--- src/gpd_pkg.sv ---
package gpd_pkg;

  // ----------------------------------------------------------------
  // register map of the port, byte offsets in the i/o space
  // ----------------------------------------------------------------
  localparam int GPD_ADDR_W = 6;
  localparam int GPD_DATA_W = 8;
  localparam logic [5:0] GPD_OFS_PIN_SAMPLE = 6'h10;
  localparam logic [5:0] GPD_OFS_DIRECTION = 6'h11;
  localparam logic [5:0] GPD_OFS_OUT_LATCH = 6'h12;

  // ----------------------------------------------------------------
  // values after reset
  // ----------------------------------------------------------------
  localparam logic [7:0] GPD_RST_DIRECTION = 8'h00;
  localparam logic [7:0] GPD_RST_OUT_LATCH = 8'h00;
  localparam logic [7:0] GPD_RST_RDATA = 8'h00;
  localparam logic [7:0] GPD_UNMAPPED_RDATA = 8'h00;

  // ----------------------------------------------------------------
  // pin positions of the alternate functions
  // ----------------------------------------------------------------
  localparam int GPD_BIT_RXD = 0;
  localparam int GPD_BIT_TXD = 1;
  localparam int GPD_BIT_IRQ0 = 2;
  localparam int GPD_BIT_IRQ1 = 3;
  localparam int GPD_BIT_T1_CMPB = 4;
  localparam int GPD_BIT_T1_CMPA = 5;
  localparam int GPD_BIT_CAPTURE = 6;
  localparam int GPD_BIT_T2_CMP = 7;

  // ----------------------------------------------------------------
  // input synchroniser depth in clock cycles
  // ----------------------------------------------------------------
  localparam int GPD_SYNC_STAGES = 2;

endpackage : gpd_pkg

--- src/gpd_port.sv ---
// Summary of operation
// - latch 0x12, direction 0x11 (read/write), pin sample 0x10 (read).
// - latch reads give latched bits; pin sample reads give pin levels.
// - dir bit 1 drives the pin push-pull to its latch bit; 0 makes input.
// - input pull-up on only for latch bit 1 with global disable at 0.
// - any reset tri-states all eight pins at once, clock or no clock.
// - pin levels pass a synchroniser before any read or peripheral use.
// - transmitter enabled: pin 1 drives tx data, direction bit ignored.
// - receiver enabled: pin 0 is input; latch bit 1 still pulls it up.
// - pin 7 carries the timer2 compare output while set as an output.
// - pin 6 feeds the 16-bit timer capture input whatever its direction bit.
// - pin 5 carries the timer1 compare A output while set as an output.
// - pin 4 carries the timer1 compare B output while set as an output.
// - the compare pins 7, 5 and 4 also carry the pwm waveforms.
// - sampled pins 3 and 2 are interrupt sources one and zero.
`timescale 1ns/1ps

module gpd_port
  import gpd_pkg::*;
#(
  parameter int NUM_PINS = 8
) (
  input wire logic clk,
  input wire logic rst_b,
  input wire logic [GPD_ADDR_W-1:0] io_addr,
  input wire logic io_wr,
  input wire logic io_rd,
  input wire logic [GPD_DATA_W-1:0] io_wdata,
  output logic [GPD_DATA_W-1:0] io_rdata,
  input wire logic global_pullup_disable,
  input wire logic usart_tx_en,
  input wire logic usart_tx_data,
  input wire logic usart_rx_en,
  output logic usart_rx_data,
  input wire logic timer2_compare_en,
  input wire logic timer2_compare_output,
  input wire logic timer1_compare_a_en,
  input wire logic timer1_compare_a_output,
  input wire logic timer1_compare_b_en,
  input wire logic timer1_compare_b_output,
  output logic capture_input_pin,
  output logic external_irq_one,
  output logic external_irq_zero,
  input wire logic [NUM_PINS-1:0] port_pin_in,
  output logic [NUM_PINS-1:0] port_pin_out,
  output logic [NUM_PINS-1:0] port_pin_oe,
  output logic [NUM_PINS-1:0] port_pin_pullup
);

  // ----------------------------------------------------------------
  // elaboration checks
  // ----------------------------------------------------------------
  // alternate functions sit on fixed bits of a byte-wide register
  if (NUM_PINS != GPD_DATA_W) begin : g_bad_pins
    $error("gpd_port: the port is exactly one data byte wide");
  end

  // ----------------------------------------------------------------
  // state
  // ----------------------------------------------------------------
  logic [NUM_PINS-1:0] port_output_latch;
  logic [NUM_PINS-1:0] port_direction;
  logic [NUM_PINS-1:0] port_pin_sample;
  logic [NUM_PINS-1:0] alt_en;
  logic [NUM_PINS-1:0] alt_val;
  logic [NUM_PINS-1:0] dir_eff;
  logic [GPD_DATA_W-1:0] next_rdata;
  logic wr_latch;
  logic wr_dir;

  assign wr_latch = io_wr && (io_addr == GPD_OFS_OUT_LATCH);
  assign wr_dir = io_wr && (io_addr == GPD_OFS_DIRECTION);

  // ----------------------------------------------------------------
  // register file
  // ----------------------------------------------------------------
  // output latch; async reset so the pull-ups drop with the drivers
  always_ff @(posedge clk or negedge rst_b) begin
    if (!rst_b) begin
      port_output_latch <= GPD_RST_OUT_LATCH;
    end else if (wr_latch) begin
      port_output_latch <= io_wdata;
    end
  end

  // direction bits clear without a clock edge on reset
  always_ff @(posedge clk or negedge rst_b) begin
    if (!rst_b) begin
      port_direction <= GPD_RST_DIRECTION;
    end else if (wr_dir) begin
      port_direction <= io_wdata;
    end
  end

  // read mux; unmapped addresses answer zero
  always_comb begin
    case (io_addr)
      GPD_OFS_OUT_LATCH: next_rdata = port_output_latch;
      GPD_OFS_DIRECTION: next_rdata = port_direction;
      GPD_OFS_PIN_SAMPLE: next_rdata = port_pin_sample;
      default: next_rdata = GPD_UNMAPPED_RDATA;
    endcase
  end

  // read data is registered and held until the next read
  always_ff @(posedge clk or negedge rst_b) begin
    if (!rst_b) begin
      io_rdata <= GPD_RST_RDATA;
    end else if (io_rd) begin
      io_rdata <= next_rdata;
    end
  end

  // ----------------------------------------------------------------
  // input path
  // ----------------------------------------------------------------
  // pin sample is only ever read through the synchroniser; costs two
  // cycles of latency but keeps metastability out of the peripherals
  gpd_sync #(
    .WIDTH(NUM_PINS),
    .STAGES(GPD_SYNC_STAGES)
  ) u_sync (
    .clk(clk),
    .rst_b(rst_b),
    .async_in(port_pin_in),
    .sync_out(port_pin_sample)
  );

  // peripherals see the synchronised levels
  assign usart_rx_data = port_pin_sample[GPD_BIT_RXD];
  assign capture_input_pin = port_pin_sample[GPD_BIT_CAPTURE];
  assign external_irq_zero = port_pin_sample[GPD_BIT_IRQ0];
  assign external_irq_one = port_pin_sample[GPD_BIT_IRQ1];

  // ----------------------------------------------------------------
  // alternate output selection
  // ----------------------------------------------------------------
  // compare outputs carry pwm waveforms too, so no mode split here
  always_comb begin
    alt_en = '0;
    alt_val = '0;
    alt_en[GPD_BIT_TXD] = usart_tx_en;
    alt_val[GPD_BIT_TXD] = usart_tx_data;
    alt_en[GPD_BIT_T2_CMP] = timer2_compare_en;
    alt_val[GPD_BIT_T2_CMP] = timer2_compare_output;
    alt_en[GPD_BIT_T1_CMPA] = timer1_compare_a_en;
    alt_val[GPD_BIT_T1_CMPA] = timer1_compare_a_output;
    alt_en[GPD_BIT_T1_CMPB] = timer1_compare_b_en;
    alt_val[GPD_BIT_T1_CMPB] = timer1_compare_b_output;
  end

  // effective direction: tx forces out, rx forces in, others as set
  always_comb begin
    dir_eff = port_direction;
    dir_eff[GPD_BIT_TXD] = port_direction[GPD_BIT_TXD]
                           | usart_tx_en;
    dir_eff[GPD_BIT_RXD] = port_direction[GPD_BIT_RXD]
                           & ~usart_rx_en;
  end

  // ----------------------------------------------------------------
  // pad drivers, one slice per pin
  // ----------------------------------------------------------------
  // reset gates the enables directly so the pins float even while
  // the clock is stopped; the peripheral enables may not be reset
  for (genvar k = 0; k < NUM_PINS; k++) begin : g_pin
    assign port_pin_oe[k] = rst_b & dir_eff[k];
    assign port_pin_out[k] = alt_en[k] ? alt_val[k]
                                       : port_output_latch[k];
    assign port_pin_pullup[k] = rst_b & ~dir_eff[k]
                              & port_output_latch[k]
                              & ~global_pullup_disable;
  end

  // ----------------------------------------------------------------
  // checks
  // ----------------------------------------------------------------
  chk_reset_float: assert property (
    @(posedge clk) disable iff (!rst_b)
    ($rose(rst_b) && !usart_tx_en) |-> (port_pin_oe == '0))
    else $error("pins driven right after reset release");

  chk_dir_write: assert property (
    @(posedge clk) disable iff (!rst_b)
    wr_dir |=> (port_direction == $past(io_wdata)))
    else $error("direction write not stored");

  chk_latch_read: assert property (
    @(posedge clk) disable iff (!rst_b)
    (io_rd && io_addr == GPD_OFS_OUT_LATCH && !io_wr)
    |=> (io_rdata == $past(port_output_latch)))
    else $error("latch read returned wrong value");

  chk_pin_read: assert property (
    @(posedge clk) disable iff (!rst_b)
    (io_rd && io_addr == GPD_OFS_PIN_SAMPLE
     && $past(rst_b, 2) && $past(rst_b))
    |=> (io_rdata == $past(port_pin_in, 3)))
    else $error("pin read does not match pin three cycles back");

  chk_unmapped_read: assert property (
    @(posedge clk) disable iff (!rst_b)
    (io_rd && io_addr != GPD_OFS_OUT_LATCH
     && io_addr != GPD_OFS_DIRECTION
     && io_addr != GPD_OFS_PIN_SAMPLE)
    |=> (io_rdata == GPD_UNMAPPED_RDATA))
    else $error("unmapped read not zero");

  chk_sync_delay: assert property (
    @(posedge clk) disable iff (!rst_b)
    ($past(rst_b, 2) && $past(rst_b))
    |-> (port_pin_sample == $past(port_pin_in, 2)))
    else $error("pin sample not two cycles behind pin");

  chk_plain_drive: assert property (
    @(posedge clk) disable iff (!rst_b)
    wr_dir |=> ((((port_pin_oe ^ $past(io_wdata)) & 8'h4C) == 8'h00)
    && ((port_pin_out & 8'h4C) == (port_output_latch & 8'h4C))))
    else $error("plain pin drive does not follow its bits");

  chk_pullup_gate: assert property (
    @(posedge clk) disable iff (!rst_b)
    port_pin_pullup == (~port_pin_oe & port_output_latch
                        & {NUM_PINS{~global_pullup_disable}}))
    else $error("pull-up does not follow latch and disable");

  chk_tx_force: assert property (
    @(posedge clk) disable iff (!rst_b)
    usart_tx_en |-> (port_pin_oe[GPD_BIT_TXD]
                     && port_pin_out[GPD_BIT_TXD] == usart_tx_data))
    else $error("transmit pin not forced out");

  chk_rx_force: assert property (
    @(posedge clk) disable iff (!rst_b)
    (usart_rx_en && $past(rst_b, 2) && $past(rst_b))
    |-> (!port_pin_oe[GPD_BIT_RXD]
         && usart_rx_data == $past(port_pin_in[GPD_BIT_RXD], 2)))
    else $error("receive pin not forced in");

  chk_timer2_pin: assert property (
    @(posedge clk) disable iff (!rst_b)
    (timer2_compare_en && port_direction[GPD_BIT_T2_CMP])
    |-> (port_pin_oe[GPD_BIT_T2_CMP]
         && port_pin_out[GPD_BIT_T2_CMP] == timer2_compare_output))
    else $error("timer2 compare not on its pin");

  chk_compare_ab: assert property (
    @(posedge clk) disable iff (!rst_b)
    (timer1_compare_a_en |-> port_pin_out[GPD_BIT_T1_CMPA]
                             == timer1_compare_a_output)
    and (timer1_compare_b_en |-> port_pin_out[GPD_BIT_T1_CMPB]
                                 == timer1_compare_b_output))
    else $error("timer1 compare outputs not on their pins");

  chk_irq_feed: assert property (
    @(posedge clk) disable iff (!rst_b)
    ($past(rst_b, 2) && $past(rst_b))
    |-> ({external_irq_one, external_irq_zero, capture_input_pin}
         == {$past(port_pin_in[GPD_BIT_IRQ1], 2),
             $past(port_pin_in[GPD_BIT_IRQ0], 2),
             $past(port_pin_in[GPD_BIT_CAPTURE], 2)}))
    else $error("interrupt or capture feed wrong");

  chk_no_override: assert property (
    @(posedge clk) disable iff (!rst_b)
    (!usart_tx_en && !timer2_compare_en && !timer1_compare_a_en
     && !timer1_compare_b_en && !usart_rx_en)
    |-> (port_pin_out == port_output_latch
         && port_pin_oe == port_direction))
    else $error("override active with no function enabled");

  chk_reset_pins: assert property (
    @(posedge clk)
    !rst_b |-> (port_pin_oe == '0 && port_pin_pullup == '0))
    else $error("pins not released during reset");

  chk_latch_write: assert property (
    @(posedge clk) disable iff (!rst_b)
    wr_latch |=> (port_output_latch == $past(io_wdata)))
    else $error("latch write not stored");

  chk_sample_ro: assert property (
    @(posedge clk) disable iff (!rst_b)
    (io_wr && io_addr == GPD_OFS_PIN_SAMPLE)
    |=> ($stable(port_output_latch) && $stable(port_direction)))
    else $error("write to pin sample changed a register");

  chk_dir_read: assert property (
    @(posedge clk) disable iff (!rst_b)
    (io_rd && io_addr == GPD_OFS_DIRECTION && !io_wr)
    |=> (io_rdata == $past(port_direction)))
    else $error("direction read returned wrong value");

  chk_compare_b: assert property (
    @(posedge clk) disable iff (!rst_b)
    (timer1_compare_b_en && port_direction[GPD_BIT_T1_CMPB])
    |-> (port_pin_oe[GPD_BIT_T1_CMPB]
         && port_pin_out[GPD_BIT_T1_CMPB] == timer1_compare_b_output))
    else $error("timer1 compare b not on its pin");

  chk_rdata_hold: assert property (
    @(posedge clk) disable iff (!rst_b)
    !io_rd |=> $stable(io_rdata))
    else $error("read data changed without a read");

endmodule : gpd_port

--- src/gpd_sync.sv ---
`timescale 1ns/1ps

module gpd_sync
  import gpd_pkg::*;
#(
  parameter int WIDTH = 8,
  parameter int STAGES = GPD_SYNC_STAGES
) (
  input wire logic clk,
  input wire logic rst_b,
  input wire logic [WIDTH-1:0] async_in,
  output logic [WIDTH-1:0] sync_out
);

  // ----------------------------------------------------------------
  // elaboration checks
  // ----------------------------------------------------------------
  if (WIDTH < 1) begin : g_bad_width
    $error("gpd_sync: width must be at least one");
  end
  if (STAGES < 2) begin : g_bad_stages
    $error("gpd_sync: at least two stages are needed");
  end

  // ----------------------------------------------------------------
  // flop chain; only the next stage reads each stage
  // ----------------------------------------------------------------
  logic [WIDTH-1:0] stage [STAGES];

  // shift chain, first stage catches the pin level
  always_ff @(posedge clk or negedge rst_b) begin
    if (!rst_b) begin
      for (int i = 0; i < STAGES; i++) begin
        stage[i] <= '0;
      end
    end else begin
      stage[0] <= async_in;
      for (int i = 1; i < STAGES; i++) begin
        stage[i] <= stage[i-1];
      end
    end
  end

  assign sync_out = stage[STAGES-1];

endmodule : gpd_sync

--- config.mk ---
export PLATFORM = sky130hd
export DESIGN_NAME = gpd_port
export DESIGN_NICKNAME = d
export VERILOG_FILES = /design/src/gpd_pkg.sv /design/src/gpd_port.sv /design/src/gpd_sync.sv
export SDC_FILE = /design/constraint.sdc
export NUM_CORES = 1
export LEC_CHECK = 0
export ABC_AREA = 0
export BUFFER_PORTS_ARGS = -buffer_cell sky130_fd_sc_hd__buf_2
export CAP_MARGIN = 15
export CORE_ASPECT_RATIO = 1.4
export CORE_MARGIN = 5
export CORE_UTILIZATION = 28
export DETAILED_ROUTE_END_ITERATION = 7
export GPL_TIMING_DRIVEN = 1
export REMOVE_ABC_BUFFERS = 1
export SETUP_SLACK_MARGIN = 0.15
export SYNTH_ARGS = -nofsm -noshare
export SYNTH_HDL_FRONTEND = slang
export SYNTH_HIERARCHICAL = 1
export SYNTH_SLANG_ARGS = --single-unit
--- constraint.sdc ---
create_clock -name clk -period 1.9 [get_ports clk]
set_clock_uncertainty 0.1 [all_clocks]
set_input_delay 0 -clock clk [delete_from_list [all_inputs] [get_ports clk]]
set_output_delay 0 -clock clk [all_outputs]
set_load 0.02 [all_outputs]
# Word level (Yosys, flattened, before mapping)
# Index checks and enable logic that the tools add are counted.
[classes]
n_reduce_logical = 2
bitwise = 44
mux = 5
n_eq_ne = 3
[op_table]
columns = ["op", "count"]
rows = [
  ["bitwise AND 1 bit", 33],
  ["one-hot mux 8 bit (3 select lines)", 1],
  ["equality test 6 x 5 -> 1 bit (second input constant)", 3],
  ["NOT 1 bit", 10],
  ["two-way mux 1 bit", 4],
  ["logical AND 1 bit", 2],
  ["bitwise OR 1 bit", 1],
]
[word_totals]
input_bits = 36
ff_bits = 40

# Depth between registers and ports, before layout
[depth]
word_depth = 6
mapped_depth = 5
ltp_nobuf = 3

# Modules after synthesis
# Netlist, hierarchy kept.
[modules_own_cells]
columns = ["module", "n_inst", "seq_area_each_um2", "area_each_um2", "cells_per_inst"]
rows = [
  ["gpd_port", 1, 600.6, 1320.0, 112],
  ["gpd_sync", 1, 400.4, 460.4, 24],
]

# Least setup slack after synthesis
# No wires, ideal clock.
[synth_path]
kind = "reg-to-output"
from = "register port_direction[1]"
to = "output port port_pin_pullup[1]"
required_ps = 1800
arrival_time_ps = 1171
path_buffers = 0
stages_incl_launch_ff = 2
slack_ps = 629
cell_sequence = "dfrtp_1 -> nor4b_1"
[synth_between]
elab_chain_cells = 5
[synth_rtl]
columns = ["item", "line_no", "rtl"]
rows = [
  ["start: declaration", "gpd_port.sv:62", "logic [NUM_PINS-1:0] port_direction;"],
  ["start signal: assignment", "gpd_port.sv:91", "port_direction <= io_wdata;"],
  ["bitwise OR 1 bit", "gpd_port.sv:156", "| usart_tx_en;"],
  ["NOT 1 bit", "gpd_port.sv:170", "assign port_pin_pullup[k] = rst_b & ~dir_eff[k]"],
  ["bitwise AND 1 bit", "gpd_port.sv:170", ""],
  ["bitwise AND 1 bit", "gpd_port.sv:171", "& port_output_latch[k]"],
  ["bitwise AND 1 bit", "gpd_port.sv:172", "& ~global_pullup_disable;"],
  ["end: declaration", "gpd_port.sv:47", "output logic [NUM_PINS-1:0] port_pin_pullup"],
]
# No other way between the ends.

# Worst setup path after layout
[layout_path]
from = "input port rst_b"
to = "output port port_pin_pullup[1]"
[layout_between]
elab_chain_cells = 3
[layout_rtl]
columns = ["item", "line_no", "rtl"]
rows = [
  ["start: declaration", "gpd_port.sv:24", "input wire logic rst_b,"],
  ["bitwise AND 1 bit", "gpd_port.sv:170", ""],
  ["bitwise AND 1 bit", "gpd_port.sv:171", ""],
  ["bitwise AND 1 bit", "gpd_port.sv:172", ""],
]
# No other way between the ends.

==> impl_metrics.toml <==
[outcome]
status = "finished clean"

[yosys]
postSynthCellCount = 136
yosysTopAreaCell = "dfrtp_1"
yosys-top-cells-area = "dfrtp_1, mux2_2, buf_4"
synth_area_per_cell_sq_um = 13.1
ys_ff_latch = 40
async_flop_share_pct = 100
synth_warnings = 6
synth_top_flop_cell = "dfrtp_1"
synth_edf_count = 0
synth.cell_area_sq_mm = 0.00178
synth_cell_type_count = 23
synth_top_area_share_pct = 56.2
yosysSeqAreaShare_pct = 56.2

[worst_setup_path]
critPathCaptureType = "output port"
r2r_slack_ns = 0.77
worstPathRequired_ns = 1.80
path_max_fanout = 8
path_class = "primary input to output port"
worstReg2RegStart = "port_direction[6]"
cp-startpoint = "rst_b"
r2r_cells = 3
timing.rr.end = "io_rdata[6]"
start_kind = "primary input"
arrival_ns = 1.42
crit_end = "port_pin_pullup[1]"

[detailed_routing]
drtIter0Drc = 27
dr_wl_met3_um = 251
wire_per_inst_um = 14.8
finalWirelength_um = 4290
antenna_left = 0
dr_wl_met2_um = 2220
highest_layer = "met4"
via_count = 1298
viasPerCell = 4.49
firstDrtPassIters = 4
remaining_drc_errors = 0
wl_met1_um = 1780

[finish]
n_antenna_cell = 0
area_delta_synth_final_pct = 33.7
fin_nets = 252
post_route_cells_drive_above_1_share_pct = 47.5
final_cells = 289
final_util_pct = 38.3
final_common_cell = "buf_2"
final_cell_mix = "buf_2, dfrtp_1, mux2_2, dlygate4sd3_1, inv_1"

[timing]
setup_viol = 0
hold-worst-slack_ns = 0.0914
period_share_pct = 80.2
slew_headroom_pct = 71.1
finalSetupTns_ns = 0
rsz0062_at_grt = "no"
setup_slack_ns = 0.377
hold_viol = 0
worst_pin_slew_ns = 0.433
report.final.slew_viol_count = 0
timing.final.crit_period_ns = 1.52
fmax_mhz = 657

[global_routing]
grt_usage_pct = 11.1
antenna_found_initial = 0
grt_max_degree = 39
grt_remaining_overflow = 0
grt_pass1_vias = 1452
grt_pass1_wl_um = 7270

[placed_design]
hpwl_um = 3210
port-buffer-count = 71
dp.cells = 263
place_congestion = 0.728
place_ws_ns = 0.343

[floorplanning]
dieArea_sq_mm = 0.00808
coreArea_sq_mm = 0.00621
io_pins = 72
die_w_um = 77.4
start_util_pct = 28.7
die_h_um = 104
rows = 34

[worst_hold_path]
hold_class = "primary input to register"
min_path_cells = 3

[clock_tree]
htreeDepth = 2
clk_latency_ns = 0.28
cts_tree = "yes"
cts_buffers = 5
clockBufferDepth = 2
cts_setup_buffers = 0
cts_root_buf = "clkbuf_8"
cts.sinks = 40
clk_pin_slew_ns = 0.08

[power_and_ir_drop]
power_density_mw_per_mm2 = 791
ir_drop_mv = 0.406
leakagePower_nw = 1.21

[run]
cap_violations = 0
cell type report:
class	instances	area (sq um)
repair buffers	92	562
multi-input cells	68	602
inverters	9	33.8
clock buffers	6	82.6
well taps	72	90.1
clock inverters	2	10.0
fillers	619	3830
flip-flops and latches	40	1000
critical path: stages:
cell           delay [ns]
dlygate4sd3_1        0.54
buf_2                0.12
nand2b_1             0.24
nor4b_1              0.31
buf_2                0.22
per-stage QoR:
step / area (sq um) / power (W)
6_report: 2380 / 0.00188
5_1_grt: 2380 / 0.00198
3_3_place_gp: 2100 / 0.00130
2_1_floorplan: 1640 / 0.00114
3_5_place_dp: 2100 / 0.00130
4_1_cts: 2380 / 0.00190
flip-flops by register name, summed over array words and instances, names as in the netlist:
name	flops
io_rdata	8
port_direction	8
port_output_latch	8
u_sync/sync_out	8
u_sync/stage	8
how the worst min path moves through the flow:
| stage | start | to |
|---|---|---|
| final | io_addr[1] | io_rdata[5] |
| after global routing | io_addr[1] | io_rdata[7] |
| after CTS | io_addr[1] | io_rdata[7] |
| after detailed placement | rst_b | u_sync/sync_out[1] |
| after global placement | rst_b | u_sync/stage[9] |
| after floorplan | rst_b | io_rdata[0] |
cells in the mapped netlist, types with 2 or more instances:
cell type  count
nor3b_1        7
clkbuf_1       2
dfrtp_1       40
buf_4         13
inv_1          9
buf_6          3
a2bb2oi_1      8
mux2i_1        8
mux2_2        20
o22ai_1        8
and2_1         6
cells by family (layout without fill, tap and decap cells):
family,after synthesis,after routing,synth area share [%]
flops,40,40,56.2
simple gates,22,22,9.21
compound gates,18,18,7.45
mux,28,28,17.1
buf+inv,28,109,9.98
report_power, final:
part	internal, W	switching [W]
clock	0.000290	0.000290
combinational	0.000171	0.000166
sequential	0.000914	0.0000524
layer usage:
layer	vias up	GRT usage, %
met1	636	14.1
met3	3	2.77
met5	-	0
met2	37	18.9
met4	0	2.58
li1	622	-
what timing repair did:
item                                    in CTS  in global routing
gates resized for setup                      0                  1
endpoints found under the hold margin       61                  0
hold buffers                                18                  0
endpoints found under the setup margin       0                  1
Power figures use the tool's default switching activity.
